[src/hdl/pktcfg_params.svh]
// Offsets, reset values, field positions and masks of the
// packet protocol configuration register slice.
// Assumes an 8-bit register address space on the serial port.
`ifndef PKTCFG_PARAMS_SVH
`define PKTCFG_PARAMS_SVH

// ----------------------------------------
// Register offsets
// ----------------------------------------
`define ACK_AND_RECEIVE_CONTROL_OFS 8'h3B
`define RX_FIFO_FULL_LEVEL_OFS      8'h3C
`define RX_FIFO_EMPTY_LEVEL_OFS     8'h3D
`define TX_FIFO_FULL_LEVEL_OFS      8'h3E
`define TX_FIFO_EMPTY_LEVEL_OFS     8'h3F
`define PACKET_FILTER_OPTIONS_OFS   8'h40
`define SOURCE_MATCH_MASK_OFS       8'h41
`define OWN_NODE_OR_SYNC3_OFS       8'h42
`define ALLCALL_OR_SYNC2_OFS        8'h43
`define GROUP_OR_SYNC1_OFS          8'h44
`define SENDER_ID_OR_SYNC0_OFS      8'h45
`define RX_TIMEOUT_COUNT_OFS        8'h46
`define RX_TIMEOUT_PRESCALE_OFS     8'h47
`define WAKEUP_PRESCALE_OFS         8'h48
`define WAKEUP_COUNT_OFS            8'h49
`define WAKEUP_RELOAD_PRESCALE_OFS  8'h4A
`define WAKEUP_RELOAD_COUNT_OFS     8'h4B
`define BACKOFF_SEED_HIGH_OFS       8'h4C
`define BACKOFF_SEED_LOW_OFS        8'h4D
`define REG_COUNT                   19

// ----------------------------------------
// Reset values and writable masks
// ----------------------------------------
`define ACK_CTRL_RST     8'h08
`define FIFO_LEVEL_RST   8'h30
`define FILTER_OPT_RST   8'h40
`define ZERO_RST         8'h00
`define ONE_RST          8'h01
`define SEED_HIGH_RST    8'h4C
`define ACK_CTRL_MASK    8'hFE
`define SEVEN_BIT_MASK   8'h7F
`define FILTER_OPT_MASK  8'h5F
`define FULL_MASK        8'hFF

// ----------------------------------------
// Field positions
// ----------------------------------------
`define SUPPRESS_ACK_BIT  3
`define AUTO_ACK_BIT      2
`define PERSIST_RX_BIT    1
`define TIMEOUT_SEL_BIT   6
`define SRC_MATCH_BIT     4
`define ALLCALL_BIT       3
`define GROUP_BIT         2
`define OWN_NODE_BIT      1
`define BAD_CHECK_BIT     0
`define READ_FLAG_BIT     0

`endif

[src/hdl/pktcfg_pkg.sv]
// Types shared by the packet protocol configuration slice.
// Assumes nothing of its surroundings.
package pktcfg_pkg;

  // Received packet header as seen by the filter
  typedef struct packed {
    logic [7:0] dest;
    logic [7:0] src;
    logic       crc_ok;
    logic       ack_req;
  } rx_packet_s;

  // Fields inserted into a transmitted packet
  typedef struct packed {
    logic [7:0] dest;
    logic [7:0] src;
    logic       no_ack;
  } tx_header_s;

  // Prescaler and counter pair of a timer
  typedef struct packed {
    logic [7:0] prescale;
    logic [7:0] count;
  } timer_period_s;

  // FIFO level flags
  typedef struct packed {
    logic rx_full;
    logic rx_empty;
    logic tx_full;
    logic tx_empty;
  } fifo_flags_s;

endpackage

[src/hdl/packet_protocol_config_regs.sv]
// Packet protocol configuration registers of the transceiver,
// reached over the serial port, and the small logic they steer.
// Assumes packet engine signals are on the same clock; only the
// serial pins are asynchronous.
`timescale 1ns/1ns
`include "pktcfg_params.svh"
module packet_protocol_config_regs (
  input  wire logic                   clock,
  input  wire logic                   rstn,
  // Serial register pins
  input  wire logic                   spi_sclk,
  input  wire logic                   spi_csn,
  input  wire logic                   spi_mosi,
  output logic                        spi_miso,
  output logic                        spi_miso_oe,
  // Bits held in neighbouring registers
  input  wire logic                   auto_filter_en,
  input  wire logic                   dual_sync_en,
  input  wire logic                   wake_reload_on_sync,
  input  wire logic                   seed_reload_en,
  input  wire logic                   cs_timeout_mask,
  input  wire logic                   sync_quality_timeout_mask,
  input  wire logic                   preamble_quality_timeout_mask,
  // Receive quality terms
  input  wire logic                   carrier_sense,
  input  wire logic                   sync_quality,
  input  wire logic                   preamble_quality,
  // FIFO fill levels, 0 to 128
  input  wire logic [7:0]             rx_fill,
  input  wire logic [7:0]             tx_fill,
  // Received packet header strobe
  input  wire logic                   rx_pkt_valid,
  input  wire pktcfg_pkg::rx_packet_s rx_pkt,
  // Engine events
  input  wire logic                   sync_detect,
  input  wire logic                   backoff_start,
  // Results
  output pktcfg_pkg::fifo_flags_s     fifo_flags,
  output pktcfg_pkg::tx_header_s      tx_header,
  output logic                        persistent_receive,
  output logic                        rx_timeout_stop,
  output logic                        rx_accept,
  output logic                        rx_discard,
  output logic                        ack_send,
  output logic [31:0]                 alt_sync_word,
  output pktcfg_pkg::timer_period_s   rx_timeout_period,
  output pktcfg_pkg::timer_period_s   wake_period,
  output logic                        wake_load,
  output pktcfg_pkg::timer_period_s   wake_load_value,
  output logic [14:0]                 backoff_seed,
  output logic                        backoff_seed_load
);

  // ----------------------------------------
  // Register table
  // ----------------------------------------
  // Slice starts at the ack control register
  localparam logic [7:0] BASE = `ACK_AND_RECEIVE_CONTROL_OFS;

  // Reset value per register, in offset order
  localparam logic [7:0] RST_TABLE [0:`REG_COUNT-1] = '{
    `ACK_CTRL_RST,
    `FIFO_LEVEL_RST,
    `FIFO_LEVEL_RST,
    `FIFO_LEVEL_RST,
    `FIFO_LEVEL_RST,
    `FILTER_OPT_RST,
    `ZERO_RST,
    `ZERO_RST,
    `ZERO_RST,
    `ZERO_RST,
    `ZERO_RST,
    `ONE_RST,
    `ZERO_RST,
    `ONE_RST,
    `ZERO_RST,
    `ONE_RST,
    `ZERO_RST,
    `SEED_HIGH_RST,
    `ZERO_RST
  };

  // Writable bits per register; the rest are reserved
  localparam logic [7:0] MASK_TABLE [0:`REG_COUNT-1] = '{
    `ACK_CTRL_MASK,
    `SEVEN_BIT_MASK,
    `SEVEN_BIT_MASK,
    `SEVEN_BIT_MASK,
    `SEVEN_BIT_MASK,
    `FILTER_OPT_MASK,
    `FULL_MASK,
    `FULL_MASK,
    `FULL_MASK,
    `FULL_MASK,
    `FULL_MASK,
    `FULL_MASK,
    `FULL_MASK,
    `FULL_MASK,
    `FULL_MASK,
    `FULL_MASK,
    `FULL_MASK,
    `SEVEN_BIT_MASK,
    `FULL_MASK
  };

  logic [7:0] cfg_reg [0:`REG_COUNT-1];
  logic [7:0] bus_addr;
  logic [7:0] bus_wdata;
  logic [7:0] rd_data;
  logic       bus_wr;
  logic [7:0] index;
  logic       in_range;

  // ----------------------------------------
  // Serial access
  // ----------------------------------------
  spi_reg_port port_inst (
    .clock   (clock),
    .rstn    (rstn),
    .sclk    (spi_sclk),
    .csn     (spi_csn),
    .mosi    (spi_mosi),
    .rd_data (rd_data),
    .addr    (bus_addr),
    .wr_data (bus_wdata),
    .wr_en   (bus_wr),
    .miso    (spi_miso),
    .miso_oe (spi_miso_oe)
  );

  // Index into the slice; addresses outside it read as zero
  assign index    = bus_addr - BASE;
  assign in_range = (bus_addr >= BASE) && (bus_addr <= `BACKOFF_SEED_LOW_OFS);
  assign rd_data  = in_range ? cfg_reg[index[4:0]] : 8'h00;

  // One storage register per offset; reserved bits stay zero
  genvar i;
  generate
    for (i = 0; i < `REG_COUNT; i++) begin : g_reg
      always_ff @(posedge clock or negedge rstn) begin
        if (!rstn) begin
          cfg_reg[i] <= RST_TABLE[i];
        end else if (bus_wr && in_range && index == 8'(i)) begin
          cfg_reg[i] <= bus_wdata & MASK_TABLE[i];
        end
      end
    end
  endgenerate

  // ----------------------------------------
  // Field decode
  // ----------------------------------------
  logic [7:0] ack_ctrl;
  logic [7:0] options;
  logic [7:0] src_mask, own_node, allcall, group, sender_id;
  logic [6:0] rx_full_level;
  logic [6:0] rx_empty_level;
  logic [6:0] tx_full_level;
  logic [6:0] tx_empty_level;
  logic       suppress_ack_request;
  logic       auto_ack;
  logic       timeout_combine_sel;

  // Whole bytes and threshold fields by slot
  assign ack_ctrl       = cfg_reg[0];
  assign rx_full_level  = cfg_reg[1][6:0];
  assign rx_empty_level = cfg_reg[2][6:0];
  assign tx_full_level  = cfg_reg[3][6:0];
  assign tx_empty_level = cfg_reg[4][6:0];
  assign options        = cfg_reg[5];
  assign src_mask       = cfg_reg[6];
  assign own_node       = cfg_reg[7];
  assign allcall        = cfg_reg[8];
  assign group          = cfg_reg[9];
  assign sender_id      = cfg_reg[10];

  // Single control bits
  assign suppress_ack_request = ack_ctrl[`SUPPRESS_ACK_BIT];
  assign auto_ack             = ack_ctrl[`AUTO_ACK_BIT];
  assign timeout_combine_sel  = options[`TIMEOUT_SEL_BIT];

  // ----------------------------------------
  // Receive filtering
  // ----------------------------------------
  logic filter_pass;

  // Decision is combinational; the verdict is registered below
  packet_filter filter_inst (
    .auto_filter_en (auto_filter_en),
    .dual_sync_en   (dual_sync_en),
    .options        (options),
    .src_mask       (src_mask),
    .own_node       (own_node),
    .allcall        (allcall),
    .group          (group),
    .sender_id      (sender_id),
    .pkt            (rx_pkt),
    .accept         (filter_pass)
  );

  // Verdict pulses one cycle after the header strobe
  always_ff @(posedge clock or negedge rstn) begin
    if (!rstn) begin
      rx_accept  <= 1'b0;
      rx_discard <= 1'b0;
    end else begin
      rx_accept  <= rx_pkt_valid & filter_pass;
      rx_discard <= rx_pkt_valid & ~filter_pass;
    end
  end

  // Ack only for packets that survive filtering
  always_ff @(posedge clock or negedge rstn) begin
    if (!rstn) begin
      ack_send <= 1'b0;
    end else begin
      ack_send <= rx_pkt_valid & filter_pass & rx_pkt.ack_req & auto_ack;
    end
  end

  // ----------------------------------------
  // Transmit header and receive mode
  // ----------------------------------------
  // Registered so the packet engine sees no decode glitches
  always_ff @(posedge clock or negedge rstn) begin
    if (!rstn) begin
      tx_header          <= '0;
      persistent_receive <= 1'b0;
    end else begin
      tx_header.no_ack   <= suppress_ack_request;
      tx_header.dest     <= own_node;
      tx_header.src      <= sender_id;
      persistent_receive <= ack_ctrl[`PERSIST_RX_BIT];
    end
  end

  // ----------------------------------------
  // FIFO level flags
  // ----------------------------------------
  // Fill levels can reach 128, so compare at eight bits
  always_ff @(posedge clock or negedge rstn) begin
    if (!rstn) begin
      fifo_flags <= '0;
    end else begin
      fifo_flags.rx_full  <= rx_fill >= {1'b0, rx_full_level};
      fifo_flags.rx_empty <= rx_fill <= {1'b0, rx_empty_level};
      fifo_flags.tx_full  <= tx_fill >= {1'b0, tx_full_level};
      fifo_flags.tx_empty <= tx_fill <= {1'b0, tx_empty_level};
    end
  end

  // ----------------------------------------
  // Receive timeout stop
  // ----------------------------------------
  logic [2:0] term_val;
  logic [2:0] term_en;
  logic       any_en;
  logic       or_hit;
  logic       and_hit;

  assign term_val = {carrier_sense, sync_quality, preamble_quality};
  assign term_en  = {cs_timeout_mask, sync_quality_timeout_mask,
                     preamble_quality_timeout_mask};
  assign any_en   = term_en != 3'h0;
  assign or_hit   = (term_val & term_en) != 3'h0;
  // Masked-off terms count as true so AND ignores them
  assign and_hit  = &(term_val | ~term_en);

  // No mask bit set means the timeout is never stopped
  always_ff @(posedge clock or negedge rstn) begin
    if (!rstn) begin
      rx_timeout_stop <= 1'b0;
    end else begin
      rx_timeout_stop <= any_en & (timeout_combine_sel ? or_hit : and_hit);
    end
  end

  // ----------------------------------------
  // Timers, sync word, back-off seed
  // ----------------------------------------
  // Periods follow their registers one cycle late
  always_ff @(posedge clock or negedge rstn) begin
    if (!rstn) begin
      rx_timeout_period <= '0;
      wake_period       <= '0;
      alt_sync_word     <= 32'h0000_0000;
    end else begin
      rx_timeout_period.count    <= cfg_reg[11];
      rx_timeout_period.prescale <= cfg_reg[12];
      wake_period.prescale       <= cfg_reg[13];
      wake_period.count          <= cfg_reg[14];
      // Zero outside dual sync so stale bytes never match
      alt_sync_word <= dual_sync_en ? {own_node, allcall, group, sender_id}
                                    : 32'h0000_0000;
    end
  end

  // Reload pulse carries its own value, so no race with a write
  always_ff @(posedge clock or negedge rstn) begin
    if (!rstn) begin
      wake_load       <= 1'b0;
      wake_load_value <= '0;
    end else begin
      wake_load <= sync_detect & wake_reload_on_sync;
      if (sync_detect && wake_reload_on_sync) begin
        wake_load_value.prescale <= cfg_reg[15];
        wake_load_value.count    <= cfg_reg[16];
      end
    end
  end

  // Seed is a level; the load strobe follows backoff_start one cycle late
  always_ff @(posedge clock or negedge rstn) begin
    if (!rstn) begin
      backoff_seed      <= 15'h0000;
      backoff_seed_load <= 1'b0;
    end else begin
      backoff_seed      <= {cfg_reg[17][6:0], cfg_reg[18]};
      backoff_seed_load <= backoff_start & seed_reload_en;
    end
  end

endmodule

[src/hdl/spi_reg_port.sv]
// Serial register port: mode 0, header byte, address byte,
// then data bytes with auto-increment of the address.
// Assumes the system clock runs at least 8x the serial clock.
`timescale 1ns/1ns
`include "pktcfg_params.svh"
module spi_reg_port (
  input  wire logic       clock,
  input  wire logic       rstn,
  input  wire logic       sclk,
  input  wire logic       csn,
  input  wire logic       mosi,
  input  wire logic [7:0] rd_data,
  output logic [7:0]      addr,
  output logic [7:0]      wr_data,
  output logic            wr_en,
  output logic            miso,
  output logic            miso_oe
);
  logic [1:0] sclk_pipe_reg, csn_pipe_reg, mosi_pipe_reg;
  logic       sclk_prev_reg, is_read_reg, load_reg, inc_reg;
  logic [2:0] bit_cnt_reg;
  logic [1:0] byte_cnt_reg;
  logic [6:0] shift_in_reg;
  logic [7:0] shift_out_reg;
  logic       rise, fall, active, done;
  logic [7:0] in_byte;

  // Two-stage synchronisers on every pin
  always_ff @(posedge clock or negedge rstn) begin
    if (!rstn) begin
      sclk_pipe_reg <= 2'h0;
      csn_pipe_reg  <= 2'h3;
      mosi_pipe_reg <= 2'h0;
      sclk_prev_reg <= 1'b0;
    end else begin
      sclk_pipe_reg <= {sclk_pipe_reg[0], sclk};
      csn_pipe_reg  <= {csn_pipe_reg[0], csn};
      mosi_pipe_reg <= {mosi_pipe_reg[0], mosi};
      sclk_prev_reg <= sclk_pipe_reg[1];
    end
  end

  assign active  = ~csn_pipe_reg[1];
  assign rise    = active & sclk_pipe_reg[1] & ~sclk_prev_reg;
  assign fall    = active & ~sclk_pipe_reg[1] & sclk_prev_reg;
  assign done    = rise & (bit_cnt_reg == 3'h7);
  assign in_byte = {shift_in_reg, mosi_pipe_reg[1]};

  // Frame decode; counters restart whenever select drops
  always_ff @(posedge clock or negedge rstn) begin
    if (!rstn) begin
      bit_cnt_reg <= 3'h0;
      byte_cnt_reg <= 2'h0;
      shift_in_reg <= 7'h00;
      is_read_reg <= 1'b0;
      addr <= 8'h00;
      wr_data <= 8'h00;
      wr_en <= 1'b0;
      load_reg <= 1'b0;
      inc_reg <= 1'b0;
    end else begin
      wr_en <= 1'b0;
      load_reg <= 1'b0;
      inc_reg <= 1'b0;
      if (inc_reg) begin
        addr <= addr + 8'h01;
        load_reg <= is_read_reg;
      end
      if (!active) begin
        bit_cnt_reg <= 3'h0;
        byte_cnt_reg <= 2'h0;
      end else if (rise) begin
        shift_in_reg <= in_byte[6:0];
        bit_cnt_reg <= bit_cnt_reg + 3'h1;
      end
      if (done) begin
        case (byte_cnt_reg)
          2'h0: is_read_reg <= in_byte[`READ_FLAG_BIT];
          2'h1: begin
            addr <= in_byte;
            load_reg <= is_read_reg;
          end
          default: begin
            wr_en <= ~is_read_reg;
            wr_data <= in_byte;
            inc_reg <= 1'b1;
          end
        endcase
        if (byte_cnt_reg != 2'h2) begin
          byte_cnt_reg <= byte_cnt_reg + 2'h1;
        end
      end
    end
  end

  // Read data out; first bit set up before the first rising edge
  always_ff @(posedge clock or negedge rstn) begin
    if (!rstn) begin
      shift_out_reg <= 8'h00;
      miso <= 1'b0;
      miso_oe <= 1'b0;
    end else begin
      miso_oe <= active;
      if (load_reg) begin
        miso <= rd_data[7];
        shift_out_reg <= {rd_data[6:0], 1'b0};
      end else if (fall && bit_cnt_reg != 3'h0) begin
        miso <= shift_out_reg[7];
        shift_out_reg <= {shift_out_reg[6:0], 1'b0};
      end
    end
  end
endmodule

[src/hdl/packet_filter.sv]
// Combinational receive packet acceptance decision.
// Assumes its inputs are stable registers of the same clock.
`timescale 1ns/1ns
`include "pktcfg_params.svh"
module packet_filter (
  input  wire logic                   auto_filter_en,
  input  wire logic                   dual_sync_en,
  input  wire logic [7:0]             options,
  input  wire logic [7:0]             src_mask,
  input  wire logic [7:0]             own_node,
  input  wire logic [7:0]             allcall,
  input  wire logic [7:0]             group,
  input  wire logic [7:0]             sender_id,
  input  wire pktcfg_pkg::rx_packet_s pkt,
  output logic                        accept
);
  logic [3:0] enables, hits;
  logic       addr_ok, crc_ok;

  // Address bytes double as sync bytes, so no address test then
  assign enables = dual_sync_en ? 4'h0 : {options[`SRC_MATCH_BIT], options[`ALLCALL_BIT],
                                          options[`GROUP_BIT], options[`OWN_NODE_BIT]};
  assign hits[3] = (pkt.src & src_mask) == (own_node & src_mask);
  assign hits[2] = pkt.dest == allcall;
  assign hits[1] = pkt.dest == group;
  assign hits[0] = pkt.dest == own_node || pkt.dest == sender_id;

  // Any enabled match passes; no filter enabled passes all
  assign addr_ok = (enables == 4'h0) || ((enables & hits) != 4'h0);
  assign crc_ok  = ~options[`BAD_CHECK_BIT] | pkt.crc_ok;
  assign accept  = ~auto_filter_en | (addr_ok & crc_ok);
endmodule

[config.mk]
export PLATFORM = sky130hd
export DESIGN_NAME = packet_protocol_config_regs
export DESIGN_NICKNAME = d
export VERILOG_FILES = /design/src/hdl/pktcfg_pkg.sv /design/src/hdl/packet_protocol_config_regs.sv /design/src/hdl/spi_reg_port.sv /design/src/hdl/packet_filter.sv
export VERILOG_INCLUDE_DIRS = /design/src /design/src/hdl
export SDC_FILE = /design/constraint.sdc
export NUM_CORES = 1
export LEC_CHECK = 0
export BUFFER_PORTS_ARGS = -buffer_cell sky130_fd_sc_hd__buf_2
export CORE_ASPECT_RATIO = 0.75
export CORE_MARGIN = 5
export CORE_UTILIZATION = 60
export DETAILED_ROUTE_END_ITERATION = 6
export PLACE_DENSITY_LB_ADDON = 0.05
export RECOVER_POWER = 100
export SKIP_CTS_REPAIR_TIMING = 1
export SLEW_MARGIN = 25
export SYNTH_ARGS = -nofsm -noshare
export SYNTH_HDL_FRONTEND = slang
export SYNTH_SLANG_ARGS = --single-unit
[constraint.sdc]
create_clock -name clock -period 7.5 [get_ports clock]
set_clock_uncertainty 0.15 [all_clocks]
set_input_delay 0.75 -clock clock [delete_from_list [all_inputs] [get_ports clock]]
set_output_delay 0.75 -clock clock [all_outputs]
set_load 0.02 [all_outputs]
Word-level counts from Yosys, hierarchy flattened. Index checks and enable logic that the tools add are counted.

Memories: 0. Bits of input ports: 52. Register bits: 316. Output and inout port bits: 125. Latch bits: 0. ROM bits: 0. Memory bits (writable): 0. Logic and storage cells: 189.

Reduce and logical (&&, ||, !) cells: 39. Equality and inequality tests: 26. Multipliers: 0. $lt $le $gt $ge: 7. Div/mod/pow operators: 0. Shift operators: 0. Mux-type cells: 26. Bitwise logic cells: 30. Add/subtract/negate cells: 4.

Operators by type and width (count): equality test 8 x 4 -> 1 bit, second input constant (8); two-way mux 8 bit (8); binary-select mux 8 bit (select 5 bit) (1); equality test 8 bit (5); equality test 8 x 3 -> 1 bit, second input constant (4); two-way mux 32 bit (1); equality test 8 x 5 -> 1 bit, second input constant (3); logical AND 1 bit (23); bitwise AND 8 bit (2); equality test 8 x 2 -> 1 bit, second input constant (2); >= comparator 8 x 7 -> 1 bit (2); less-or-equal comparator 8 x 7 -> 1 bit (2); bitwise AND 1 bit (13); two-way mux 1 bit (10); nonzero test 3 bit (3); adder 8 x 1 -> 8 bit, second input constant (1); equality test 8 x 1 -> 1 bit, second input constant (1); >= comparator 8 x 6 -> 1 bit, second input constant (1); less-or-equal comparator 8 x 7 -> 1 bit, second input constant (1); logical NOT 8 bit (1); NOT 1 bit (8); subtractor 8 x 6 -> 8 bit, second input constant (1); >= comparator 6 bit, second input constant (1); two-way mux 2 bit (3); 21 further kinds (27).

Depth between registers and ports, before layout.
Depth in word-level cells: 10. Depth in mapped cells: 14. Depth with buffers taken out: 8.

Hierarchy. A second synthesis with hierarchy kept.

Cell total of the unflattened synthesis: 985. Area, all modules: 13950.9 µm².

By module, submodules not included: packet_protocol_config_regs (seq. area each 6701.4 µm², area each 11389.7 µm², cells each 763, times used 1); spi_reg_port (seq. area each 1203.7 µm², area each 1964.4 µm², cells each 154, times used 1); packet_filter (seq. area each 0.0 µm², area each 596.8 µm², cells each 68, times used 1).

Worst setup path after synthesis. OpenSTA, ideal clock, no wires.

Kind: reg-to-reg. Start: register port_inst.addr[0]. End: register port_inst.shift_out_reg[4]. Period minus slack after synthesis: 3.580 ns. Path slack: 3.920 ns. Cell stages (with the launch flop): 14. Data required time: 7.224 ns. Data arrival time: 3.303 ns. Library setup time: 0.126 ns. Path buffers: 6. Path through: dfrtp_1 -> buf_2 -> buf_2 -> buf_4 -> clkinv_1 -> ha_1 -> buf_2 -> buf_4 -> buf_1 -> mux4_2 -> mux2i_1 -> o22ai_1 -> nor4_1 -> nor2_1.

Word-level cells in the longest chain between the ends: 7. Elaborated cells between the ends (all ways): 10. Those cells by class: 1 x add/sub; 2 x order compare; 5 x mux; 1 x bitwise; 1 x reduce/logical.

Ends and longest elaborated chain: start, declared (RTL line spi_reg_port.sv:13) `output logic [7:0] addr,`; start signal, assigned (RTL line spi_reg_port.sv:66) `addr <= addr + 8'h01;`; start signal, assigned (RTL line spi_reg_port.sv:80) `addr <= in_byte;`; subtractor 8 x 6 -> 8 bit (RTL line packet_protocol_config_regs.sv:132) `assign index = bus_addr - BASE;`; NOT 5 -> 6 bit (implied by the code) (RTL line packet_protocol_config_regs.sv:134) `assign rd_data = in_range ? cfg_reg[index[4:0]] : 8'h00;`; binary-select mux 8 bit (select 5 bit) (RTL line packet_protocol_config_regs.sv:134); two-way mux 8 bit (implied by the code) (2 in series) (RTL line packet_protocol_config_regs.sv:134); two-way mux 8 bit (*) (RTL line packet_protocol_config_regs.sv:134); two-way mux 8 bit (*) (RTL line spi_reg_port.sv:104) `if (load_reg) begin`; end signal, assigned (RTL line spi_reg_port.sv:106) `shift_out_reg <= {rd_data[6:0], 1'b0};`; end signal, assigned (RTL line spi_reg_port.sv:109) `shift_out_reg <= {shift_out_reg[6:0], 1'b0};`; end, declared (RTL line spi_reg_port.sv:24) `logic [7:0] shift_out_reg;`.

Mark *: on every way between the ends. The rest lies on a longest branch, timed or not. The select of a mux whose other input is x is not followed. A chain may end at the register's enable or synchronous reset.

Worst setup path in the final report.
Start: register port_inst.addr[0]. End: register cfg_reg[61] in the netlist's numbering.

Word-level cells in the longest chain between the ends: 4. Elaborated cells between the ends (all ways): 7. Those cells by class: 1 x add/sub; 2 x order compare; 1 x eq/ne; 3 x reduce/logical.

Ends and longest elaborated chain: branches (longest 3 deep; another with subtractor 8 x 6 -> 8 bit); logical AND 1 bit (*) (RTL line packet_protocol_config_regs.sv:143) `end else if (bus_wr && in_range && index == 8'(i)) begin`; end signal, assigned by index (RTL line packet_protocol_config_regs.sv:142) `cfg_reg[i] <= RST_TABLE[i];`; end signal, assigned by index (RTL line packet_protocol_config_regs.sv:144) `cfg_reg[i] <= bus_wdata & MASK_TABLE[i];`; end, declared (RTL line packet_protocol_config_regs.sv:106) `` logic [7:0] cfg_reg [0:`REG_COUNT-1]; ``.

Mark *: on every way between the ends.

==> results.sh <==
export IMPL_outcome="finished with violations"
export IMPL_violations="capacitance limit, slew limit"
export IMPL_path_clk_slew_ps=70
export IMPL_synth_fp_nets=1107
export IMPL_p_clk_share_pct=44.6
export IMPL_vias=8696
export IMPL_grt_pass1_wl_um=52800
export IMPL_synth_area_leaders="dfrtp_1 54%, mux2_2 14%, mux4_2 4.6%"
export IMPL_syn2layout_area_growth_pct=13.3
export IMPL_cts_sinks=315
export IMPL_reg2regPathDepth=7
export IMPL_final_nets=1275
export IMPL_p_sw_mw=0.745
export IMPL_wl_um=33200
export IMPL_drt_met1_wl_um=15800
export IMPL_power_density_nw_per_um2=220
export IMPL_diodes=0
export IMPL_cp_arrival_ps=4760
export IMPL_maxCapViolations=5
export IMPL_yosys_warnings=0
export IMPL_fp_dieW_um=185
export IMPL_vias_per_cell=5.76
export IMPL_grt_max_degree=86
export IMPL_yosysUniqueCellTypes=60
export IMPL_ctsHtreeMaxLevel=1
export IMPL_die_h_um=141
export IMPL_drtIter0Drc=667
export IMPL_synth_area_leader_cell="dfrtp_1"
export IMPL_critical_path_max_fanout=43
export IMPL_endpoint_kind="register"
export IMPL_max_vdd_ir_drop_mv=0.188
export IMPL_crit_type="register to register"
export IMPL_worst_slew_pin_slew_ps=4320
export IMPL_root_buffer="clkbuf_16"
export IMPL_hold_path_end="port_inst.csn_pipe_reg[0]"
export IMPL_io_pins=177
export IMPL_combPwrFrac_pct=4.0
export IMPL_dr_wl_met3_um=2140
export IMPL_whs_path_depth=1
export IMPL_first_global_vias=9075
export IMPL_finalHoldViolations=0
export IMPL_reg2reg_slack_ps=3010
export IMPL_cts_buffers=30
export IMPL_rr_startpoint="port_inst.addr[0]"
export IMPL_grt_use_total_pct=25.9
export IMPL_setup_violations=0
export IMPL_tns_ps=0
export IMPL_largest_register_ffs=91
export IMPL_core_area_um2=22800
export IMPL_fin_crit_ps=4490
export IMPL_wl_per_cell_um=22.0
export IMPL_ys_ff_latch=315
export IMPL_switching_share_pct=21.7
export IMPL_leakage_nw=7.32
export IMPL_antenna_found_initial=0
export IMPL_drc=0
export IMPL_min_from="spi_csn"
export IMPL_clk_path_buf_depth=3
export IMPL_syn_inst=1018
export IMPL_start_kind="register"
export IMPL_routed_top_layer="met4"
export IMPL_min_path_type="input pin to register"
export IMPL_syn_area_per_cell_um2=13.5
export IMPL_p_seq_share_pct=51.3
export IMPL_ys_flop_type="dfrtp_1"
export IMPL_synth_edf_count=0
export IMPL_cts_tree="yes"
export IMPL_die_area_um2=26100
export IMPL_slew_viol_final=105
export IMPL_slew_headroom_pct=-188
export IMPL_holdWs_ps=146
export IMPL_reg2reg_to="cfg_reg[61]"
export IMPL_internal_power_mw=2.69
export IMPL_insertion_delay_ps=560
export IMPL_globalplace_congestion=0.910
export IMPL_netlist_area_um2=13800
export IMPL_synth_async_reset_ratio_pct=100
export IMPL_drive_gt1_share_pct=25.6
export IMPL_grt_overflow=0
export IMPL_synth_seq_area_share_pct=57.4
export IMPL_wl_met2_um=14800
export IMPL_fmax_ghz=0.223
export IMPL_start_util_pct=60.4
export IMPL_rows=48
export IMPL_worst_ep_required_time_ps=7770
export IMPL_numPortBuffers=176
export IMPL_rsz0062_at_grt="no"
export IMPL_fin_crit_sh_pct=59.9
export IMPL_hpwlAfterDp_um=23000
export IMPL_ant_nets=0
export IMPL_first_pass_iters=5
export IMPL_yosysTopAreaCellShare_pct=54.0
## synthesized netlist by cell type (all sizes together) (2+ instances only)
master   instances
o21ai           21
nand4           10
a31oi            6
nor2            50
a21boi           2
dfstp           18
nor4b            2
o22ai            8
a22oi            4
nor4            10
inv             40
a222oi           3
nor2b            9
ha              37
nor3             5
a21oi           40
mux4            28
clkbuf          27
a211oi           2
and2            34
and3             5
xor2            23
o2bb2ai          3
mux2i           18
or3              2
nand4b           2
xnor2           31
nand3           17
mux2           176
dfrtp          297
a21o             3
nand2           42
o211ai           2
nand2b          11
buf             18
## cells by family after synthesis
logic type	synth area share, %
flops	57.4
buf+inv	2.52
mux	20.3
simple gates	8.59
xor+xnor	3.43
compound gates	4.44
fa+ha+maj	3.36
## placed cells by master, fill, tap and decap left out, drive strengths merged, types with 4 or more instances in the layout
master,count
dfrtp,297
mux2,176
clkbuf,171
buf,54
nor2,50
nand2,42
inv,40
a21oi,40
ha,37
and2,34
xnor2,31
mux4,28
xor2,23
o21ai,21
mux2i,18
dfstp,18
nand3,17
nand2b,11
nand4,10
nor4,10
clkinv,10
nor2b,9
o22ai,8
a31oi,6
and3,5
nor3,5
a22oi,4
## critical path, cell delays in order, from the launching register on
cell      delay (ps)
dfrtp_2          360
buf_4            570
ha_1             510
nand2b_1         160
o21ai_0          340
a21oi_1          220
nor4_1          1580
mux2_2           450
## per-layer routing
metal | GRT usage, % | vias to the layer above
met2 | 39.4 | 266
met5 | 0 | -
met3 | 4.54 | 41
li1 | - | 3928
met4 | 4.48 | 0
met1 | 40.2 | 4461
## power by group through the flow
| stage | Sequential (mW) | Clock [mW] | Combinational [mW] |
|---|---|---|---|
| after floorplan | 1.79 | 0 | 0.0660 |
| after global placement | 1.79 | 0 | 0.139 |
| after detailed placement | 1.79 | 0 | 0.143 |
| after CTS | 1.76 | 1.56 | 0.143 |
| after global routing | 1.77 | 1.64 | 0.160 |
| final | 1.76 | 1.53 | 0.139 |
## layout make-up
type | count | area [um^2]
Fill cell | 1736 | 7210
Clock inverter | 12 | 116
Clock buffer | 44 | 905
Tap cell | 300 | 375
Sequential cell | 315 | 7910
Multi-Input combinational cell | 617 | 5380
Inverter | 41 | 154
Timing Repair Buffer | 181 | 771
## metrics by stage
stage | worst slack [ps] | util, % | total power, mW | std cells | instance area [um^2]
finish | 3010 | 68.4 | 3.44 | 1510 | 15600
global route | 2330 | 68.4 | 3.56 | 1510 | 15600
CTS | 3800 | 69.8 | 3.47 | 1510 | 15900
detailed placement | 3900 | 65.3 | 1.94 | 1454 | 14900
global placement | 3880 | 65.2 | 1.93 | 1454 | 14900
floorplan | 3920 | - | 1.86 | 1018 | 13800
## worst max path at each step
stage	depth (start not counted)	slack, ps	startpoint	endpoint
floorplan	13	3920	port_inst.addr[0]	port_inst.shift_out_reg[4]
global placement	7	3880	port_inst.addr[0]	port_inst.shift_out_reg[2]
detailed placement	7	3900	port_inst.addr[0]	allcall[2]
CTS	7	3800	port_inst.addr[0]	cfg_reg[58]
global route	1	2330	rstn	rx_timeout_period[0]
finish	7	3010	port_inst.addr[0]	cfg_reg[61]
Power figures use the tool's default switching activity.
